## config.mk

```make
export PLATFORM = sky130hd
export DESIGN_NAME = urx_recovery
export DESIGN_NICKNAME = d
export VERILOG_FILES = /design/src/urx_pkg.sv /design/src/urx_vote_if.sv /design/src/urx_vote.sv /design/src/urx_recovery.sv
export VERILOG_INCLUDE_DIRS = /design/src /design/src/src
export SDC_FILE = /design/constraint.sdc
export NUM_CORES = 1
export LEC_CHECK = 0
export BUFFER_PORTS_ARGS = -buffer_cell sky130_fd_sc_hd__buf_2
export CAP_MARGIN = 20
export CELL_PAD_IN_SITES_DETAIL_PLACEMENT = 0
export CELL_PAD_IN_SITES_GLOBAL_PLACEMENT = 1
export CORE_MARGIN = 5
export CORE_UTILIZATION = 38
export DETAILED_ROUTE_END_ITERATION = 10
export PLACE_DENSITY_LB_ADDON = 0.1
export SYNTH_ARGS = -nofsm -noshare
export SYNTH_HDL_FRONTEND = slang
export SYNTH_SLANG_ARGS = --single-unit
export TNS_END_PERCENT = 100
```

## constraint.sdc

```tcl
create_clock -name sys_clk -period 4.4 [get_ports sys_clk]
set_input_delay 0.22 -clock sys_clk [delete_from_list [all_inputs] [get_ports sys_clk]]
set_output_delay 0.22 -clock sys_clk [all_outputs]
set_load 0.005 [all_outputs]
```

## src/urx_defs.svh

```systemverilog
// Constants of the receive data recovery block
`ifndef URX_DEFS_SVH
`define URX_DEFS_SVH
`define URX_OVERSAMPLE    5'd16
`define URX_TICK_VERIFY_A 5'd3
`define URX_TICK_VERIFY_B 5'd5
`define URX_TICK_VERIFY_C 5'd7
`define URX_TICK_VOTE_A   5'd8
`define URX_TICK_VOTE_B   5'd9
`define URX_TICK_VOTE_C   5'd10
`define URX_BITS_8        4'd8
`define URX_BITS_9        4'd9
`define URX_DATA_RESET    8'h00
`endif

```

## src/urx_pkg.sv

```systemverilog
// Types shared by the receive data recovery block
`default_nettype none
package urx_pkg;
  typedef enum logic [3:0] {
    URX_HUNT   = 4'b0001,
    URX_START  = 4'b0010,
    URX_DATA   = 4'b0100,
    URX_STOP   = 4'b1000
  } urx_state_t;
endpackage
`default_nettype wire

```

## src/urx_vote_if.sv

```systemverilog
// Sample vote bundle between the sampler and the receive controller
`default_nettype none
interface urx_vote_if;
  logic [2:0] samples;
  logic       vote;
  logic       noisy;
  logic       start_ok;
  logic       start_noisy;
  modport voter (input samples, output vote, output noisy, output start_ok,
                 output start_noisy);
  modport user  (output samples, input vote, input noisy, input start_ok,
                 input start_noisy);
endinterface
`default_nettype wire

```

## src/urx_vote.sv

```systemverilog
// Majority vote and start-bit verification of three samples
`default_nettype none
module urx_vote (
  urx_vote_if.voter vif
);
  // Majority of three; noise when they disagree
  assign vif.vote  = (vif.samples[0] & vif.samples[1]) | (vif.samples[1] & vif.samples[2])
                   | (vif.samples[0] & vif.samples[2]);
  assign vif.noisy = ~((&vif.samples) | ~(|vif.samples));
  // Start verified with at most one high sample
  assign vif.start_ok    = ~vif.vote;
  assign vif.start_noisy = ~vif.vote & (|vif.samples);
endmodule
`default_nettype wire

```

## src/urx_recovery.sv

```systemverilog
// Receive data recovery: oversampling, voting, framing and receive buffer
`include "urx_defs.svh"
`default_nettype none
module urx_recovery (
  input  wire logic       sys_clk,
  input  wire logic       rst_n,
  input  wire logic       serial_rx,
  input  wire logic       sample_tick,
  input  wire logic       nine_bit_mode,
  input  wire logic       receive_full_irq_enable,
  input  wire logic       data_read,
  input  wire logic       noise_clear,
  input  wire logic       framing_clear,
  output logic [7:0]      receive_data_buffer,
  output logic            ninth_received_bit,
  output logic            receiver_full_flag,
  output logic            noise_flag,
  output logic            framing_error_flag,
  output logic            rx_irq
);
  urx_pkg::urx_state_t state_q;
  logic       rx_meta_q, rx_sync_q;
  logic [2:0] hist_q;
  logic [4:0] tick_q;
  logic [3:0] bit_q;
  logic [8:0] shift_q;
  logic [2:0] samp_q;
  logic       prev_bit_q;
  logic       done, noise_ev, frame_ev, edge_seen, last_tick;
  urx_vote_if vif ();
  urx_vote u_vote (.vif(vif));
  assign vif.samples = samp_q;
  assign last_tick = sample_tick & (tick_q == `URX_OVERSAMPLE);
  // Falling edge inside a character after a voted one
  assign edge_seen = sample_tick & prev_bit_q & ~rx_sync_q & hist_q[0]
                     & (state_q == urx_pkg::URX_DATA) & (tick_q > `URX_TICK_VOTE_C);
  assign done = last_tick & (state_q == urx_pkg::URX_STOP);

  // ------------------------------------------------------------
  // Input synchroniser and sample history
  // ------------------------------------------------------------
  always_ff @(posedge sys_clk) begin
    if (!rst_n) begin
      rx_meta_q <= 1'b1;
      rx_sync_q <= 1'b1;
    end else begin
      rx_meta_q <= serial_rx;
      rx_sync_q <= rx_meta_q;
    end
  end

  // Three previous tick samples for start search
  always_ff @(posedge sys_clk) begin
    if (!rst_n) hist_q <= 3'h0;
    else if (sample_tick) hist_q <= {hist_q[1:0], rx_sync_q};
  end

  // ------------------------------------------------------------
  // Tick counter and state
  // ------------------------------------------------------------
  always_ff @(posedge sys_clk) begin
    if (!rst_n) begin
      state_q <= urx_pkg::URX_HUNT;
      tick_q  <= 5'h00;
      bit_q   <= 4'h0;
    end else if (sample_tick) begin
      unique case (state_q)
        urx_pkg::URX_HUNT: begin
          if (hist_q == 3'h7 && !rx_sync_q) begin
            state_q <= urx_pkg::URX_START;
            tick_q  <= 5'h01;
          end
        end
        urx_pkg::URX_START: begin
          // Tick 7 sample lands in samp_q on this edge, so judge one tick later
          if (tick_q == `URX_TICK_VOTE_A && !vif.start_ok) begin
            state_q <= urx_pkg::URX_HUNT;
            tick_q  <= 5'h00;
          end else if (tick_q == `URX_OVERSAMPLE) begin
            state_q <= urx_pkg::URX_DATA;
            tick_q  <= 5'h01;
            bit_q   <= 4'h0;
          end else tick_q <= tick_q + 5'h01;
        end
        urx_pkg::URX_DATA: begin
          // An edge opens the next bit early, so the bit count must advance too
          if (edge_seen || tick_q == `URX_OVERSAMPLE) begin
            tick_q <= 5'h01;
            bit_q  <= bit_q + 4'h1;
            if (bit_q + 4'h1 == (nine_bit_mode ? `URX_BITS_9 : `URX_BITS_8))
              state_q <= urx_pkg::URX_STOP;
          end else tick_q <= tick_q + 5'h01;
        end
        urx_pkg::URX_STOP: begin
          // Return to hunt early so a quick next start is not missed
          if (tick_q == `URX_TICK_VOTE_C) begin
            state_q <= urx_pkg::URX_HUNT;
            tick_q  <= 5'h00;
          end else tick_q <= tick_q + 5'h01;
        end
        default: begin
          state_q <= urx_pkg::URX_HUNT;
          tick_q  <= 5'h00;
        end
      endcase
    end
  end

  // ------------------------------------------------------------
  // Vote sampling, shifting and error detection
  // ------------------------------------------------------------
  // Samples collected at 3,5,7 in start and at 8,9,10 in start, data and stop
  always_ff @(posedge sys_clk) begin
    if (!rst_n) samp_q <= 3'h0;
    else if (sample_tick) begin
      if (state_q == urx_pkg::URX_START &&
          (tick_q == `URX_TICK_VERIFY_A || tick_q == `URX_TICK_VERIFY_B ||
           tick_q == `URX_TICK_VERIFY_C))
        samp_q <= {samp_q[1:0], rx_sync_q};
      else if (tick_q == `URX_TICK_VOTE_A || tick_q == `URX_TICK_VOTE_B ||
               tick_q == `URX_TICK_VOTE_C)
        samp_q <= {samp_q[1:0], rx_sync_q};
    end
  end

  // Vote evaluated one clock cycle after the last sample
  logic vote_now_q, verify_now_q;
  always_ff @(posedge sys_clk) begin
    if (!rst_n) begin
      vote_now_q   <= 1'b0;
      verify_now_q <= 1'b0;
    end else begin
      vote_now_q   <= sample_tick & (tick_q == `URX_TICK_VOTE_C) &
                      (state_q != urx_pkg::URX_HUNT);
      verify_now_q <= sample_tick & (tick_q == `URX_TICK_VERIFY_C) &
                      (state_q == urx_pkg::URX_START);
    end
  end

  // Shift data bits in, track previous voted bit for edge resync
  always_ff @(posedge sys_clk) begin
    if (!rst_n) begin
      shift_q    <= 9'h000;
      prev_bit_q <= 1'b0;
    end else if (vote_now_q) begin
      prev_bit_q <= vif.vote;
      if (state_q == urx_pkg::URX_DATA)
        shift_q <= {vif.vote, shift_q[8:1]};
    end
  end

  // Any high at ticks 8, 9, 10 of the start bit counts as noise
  logic vote_noisy;
  assign vote_noisy = (state_q == urx_pkg::URX_START) ? (|samp_q) : vif.noisy;
  assign noise_ev = (verify_now_q & vif.start_noisy) | (vote_now_q & vote_noisy);
  assign frame_ev = vote_now_q & (state_q == urx_pkg::URX_HUNT) & ~vif.vote;

  // ------------------------------------------------------------
  // Buffer and status flags
  // ------------------------------------------------------------
  // Stop vote lands in the same cycle as the return to hunt; commit then
  logic commit;
  assign commit = vote_now_q & (state_q == urx_pkg::URX_HUNT);
  always_ff @(posedge sys_clk) begin
    if (!rst_n) begin
      receive_data_buffer <= `URX_DATA_RESET;
      ninth_received_bit  <= 1'b0;
    end else if (commit) begin
      receive_data_buffer <= nine_bit_mode ? shift_q[7:0] : shift_q[8:1];
      ninth_received_bit  <= nine_bit_mode ? shift_q[8] : shift_q[8];
    end
  end

  // Set wins over a clear in the same cycle
  always_ff @(posedge sys_clk) begin
    if (!rst_n) begin
      receiver_full_flag <= 1'b0;
      noise_flag         <= 1'b0;
      framing_error_flag <= 1'b0;
    end else begin
      receiver_full_flag <= commit | (receiver_full_flag & ~data_read);
      noise_flag         <= noise_ev | (noise_flag & ~noise_clear);
      framing_error_flag <= frame_ev | (framing_error_flag & ~framing_clear);
    end
  end

  // Interrupt from the full flag's next value and enable, so it rises with the flag
  always_ff @(posedge sys_clk) begin
    if (!rst_n) rx_irq <= 1'b0;
    else rx_irq <= (commit | (receiver_full_flag & ~data_read)) & receive_full_irq_enable;
  end
  logic unused_done;
  assign unused_done = done | last_tick;
endmodule
`default_nettype wire

```

==> flow_metrics.tcl <==
set metrics [dict create \
    syn_area_um2 2261 \
    firstDrtPassIters 4 \
    cts_tree "yes" \
    cts_setup_buffers 0 \
    overflow 0 \
    ant_nets 0 \
    hpwlAfterDp_mm 3.172 \
    track_usage_pct 13.34 \
    slew_violations 0 \
    synth.avg_cell_area_um2 9.191 \
    cts_buffer_depth 2 \
    core_area_um2 5851 \
    finClkSkew_ns 0.005539 \
    ys_top_cells_by_area "dfxtp_1 (41%), mux2i_1 (8.4%), nand2_1 (4.8%)" \
    synth-compound-area-share_pct 17.38 \
    yosysTopAreaCell "dfxtp_1" \
    antenna_found_initial 0 \
    drtIter0Drc 128 \
    dieArea_um2 7593 \
    synthTopCellsByCount "dfxtp_1 (46), nand2_1 (29), mux2i_1 (19), nand3_1 (18), a21boi_0 (12)" \
    grt_start_max_net_pins 47 \
    crit_buf_inv 0 \
    avgViaCountPerCell 5.367 \
    powerDensity_nw_per_um2 320.2 \
    path_cells "nor4b_2 > and2_1 > mux2i_1 > nor2b_1" \
    worstPathArrival_ns 2.40 \
    max_freq_mhz 454.2 \
    hold_buffers 0 \
    synth_edf_count 0 \
    yosysTopAreaCellShare_pct 40.73 \
    fin_tns_setup_ns 0 \
    ys_ff_latch 46 \
    drt-total-wl_mm 4.731 \
    stdcell_count 332 \
    cp.required_ns 4.60 \
    leakage_nw 1.024 \
    synth_fp_nets 260 \
    min_period_ns 2.201 \
    dp_cells 325 \
    ys_seq_area_share_pct 40.73 \
    status "completed" \
    hold_class "in2reg" \
    relSlewSlack_pct 45.69 \
    hold_violations 0 \
    muxShareOfSynthArea_pct 8.412 \
    synth_top_family_by_area "simple AND/OR/NAND/NOR gates" \
    worst_pin_slew_ns 0.8125 \
    ios 22 \
    antenna_cells 0 \
    crit_path_max_fanout 17 \
    cts_buffers 5 \
    synthXorXnorAreaFrac_pct 2.712 \
    filler_cell_count 591 \
    grt_pass1_vias 1646 \
    initial_core_util_pct 38.64 \
    wl_per_cell_um 14.25 \
    rsz0062_at_grt "false" \
    portBuffers 21 \
    synthAdderAreaFrac_pct 3.210 \
    cp-start-kind "flip-flop" \
    synth_flop_cell "dfxtp_1" \
    fp.dieW_um 87.14 \
    path_clk_slew_ns 0.09 \
    critical_path_class "reg2reg" \
    clkLatencyLatePin_ns 0.30 \
    slowest_delay_ns 0.72 \
    syn_inst 246 \
    setup_viol 0 \
    die_h_um 87.14 \
    async_reset_ff_share_pct 0 \
    fin_nets 271 \
    cp-end-kind "flip-flop" \
    yosys.area_share.simple_pct 22.52 \
    clockRootBuffer "clkbuf_8" \
    timing.final.crit_share_pct 50.03 \
    rows 28 \
    drc 0 \
    gp_congestion 0.8010 \
    drive_above_1_share_pct 12.45 \
    synth.most_common_cell "dfxtp_1" \
    drv_cap 0 \
    cts_max_level 2 \
    cp_top_family "simple AND/OR/NAND/NOR gates" \
    cts_resized 0 \
    ir_drop_uv 132.2 \
    synth_warnings 0 \
    routed-via-count 1782 \
    slowest_stage "nor4b_2" \
    syn_to_final_growth_pct 10.07 \
    cts.sinks 46 \
    power_mw 0.7969 \
    synth_cell_types 50 \
    grt_pass1_wl_mm 8.079 \
]
[cells by family (layout without fill, tap and decap cells)]
family                   count (synthesis)  in the layout
buffers and inverters                   24             35
adder cells (fa/ha/maj)                  6              6
AND/OR/NAND/NOR                         92             92
multiplexers                            19             19
XOR/XNOR                                 7              7
flip-flops                              46             46
AO/OA/AOI/OAI                           52             52
[registers in the layout, indices dropped and copies added (netlist names), 3 cells and up]
| name | flops |
|---|---|
| hist_q | 3 |
| samp_q | 3 |
| shift_q | 9 |
| tick_q | 5 |
| bit_q | 4 |
| receive_data_buffer | 8 |
| state_q | 4 |
[cell type report]
class / count / area [µm²] / share of cell area [%]
inverter: 6 / 22.52 / 0.9050
clock buffer: 6 / 82.58 / 3.318
tap: 75 / 93.84 / 3.771
timing repair buffer: 22 / 112.6 / 4.525
clock inverter: 1 / 30.03 / 1.207
multi-input combinational: 176 / 1226 / 49.27
sequential: 46 / 920.9 / 37.00
[worst paths after layout]
kind / start / cells after the start / slack [ns] / endpoint
max: state_q[0] / 4 / 2.20 / ninth_received_bit
max reg2reg: state_q[0] / 4 / 2.20 / ninth_received_bit
min reg2reg: rx_meta_q / 1 / 0.42 / rx_sync_q
min: serial_rx / 2 / 0.1 / rx_meta_q
[cell usage in the layout, fill, tap and decap left out, drive strengths merged, types with 3 or more instances in the layout]
cell / instances
o211ai: 4
and2: 3
xor2: 4
ha: 5
nand4: 4
nor2b: 10
nor2: 6
mux2i: 19
nand3: 18
nand2b: 6
clkbuf: 6
nand2: 29
o211a: 9
dfxtp: 46
o21ai: 9
xnor2: 3
buf: 22
a21oi: 4
a21boi: 13
inv: 6
[metrics by stage]
step	util [%]	setup WS [ns]	area (µm²)	hold WS, ns
4_1_cts	42.54	2.199	2489	0.08758
5_1_grt	42.54	1.963	2489	0.09539
3_3_place_gp	40.61	2.155	2376	0.3870
6_report	42.54	2.199	2489	0.09648
3_5_place_dp	40.61	2.208	2376	0.3995
2_1_floorplan	-	2.444	2261	0.3215
[per-layer routing]
layer | vias to the layer above | part of all wire, % | routed length [µm] | track usage [%]
li1 | 904 | - | - | -
met1 | 850 | 53 | 2519 | 19.47
met2 | 23 | 42 | 1985 | 19.05
met3 | 5 | 3.6 | 168 | 3.217
met4 | 0 | 1.2 | 57 | 4.603
met5 | - | 0 | 0 | 0
[report_power, final]
part / internal, mW / switching (mW)
Clock: 0.182 / 0.141
Sequential: 0.421 / 0.00621
Combinational: 0.0201 / 0.0267
No activity file was read; power rests on OpenSTA's default activity.
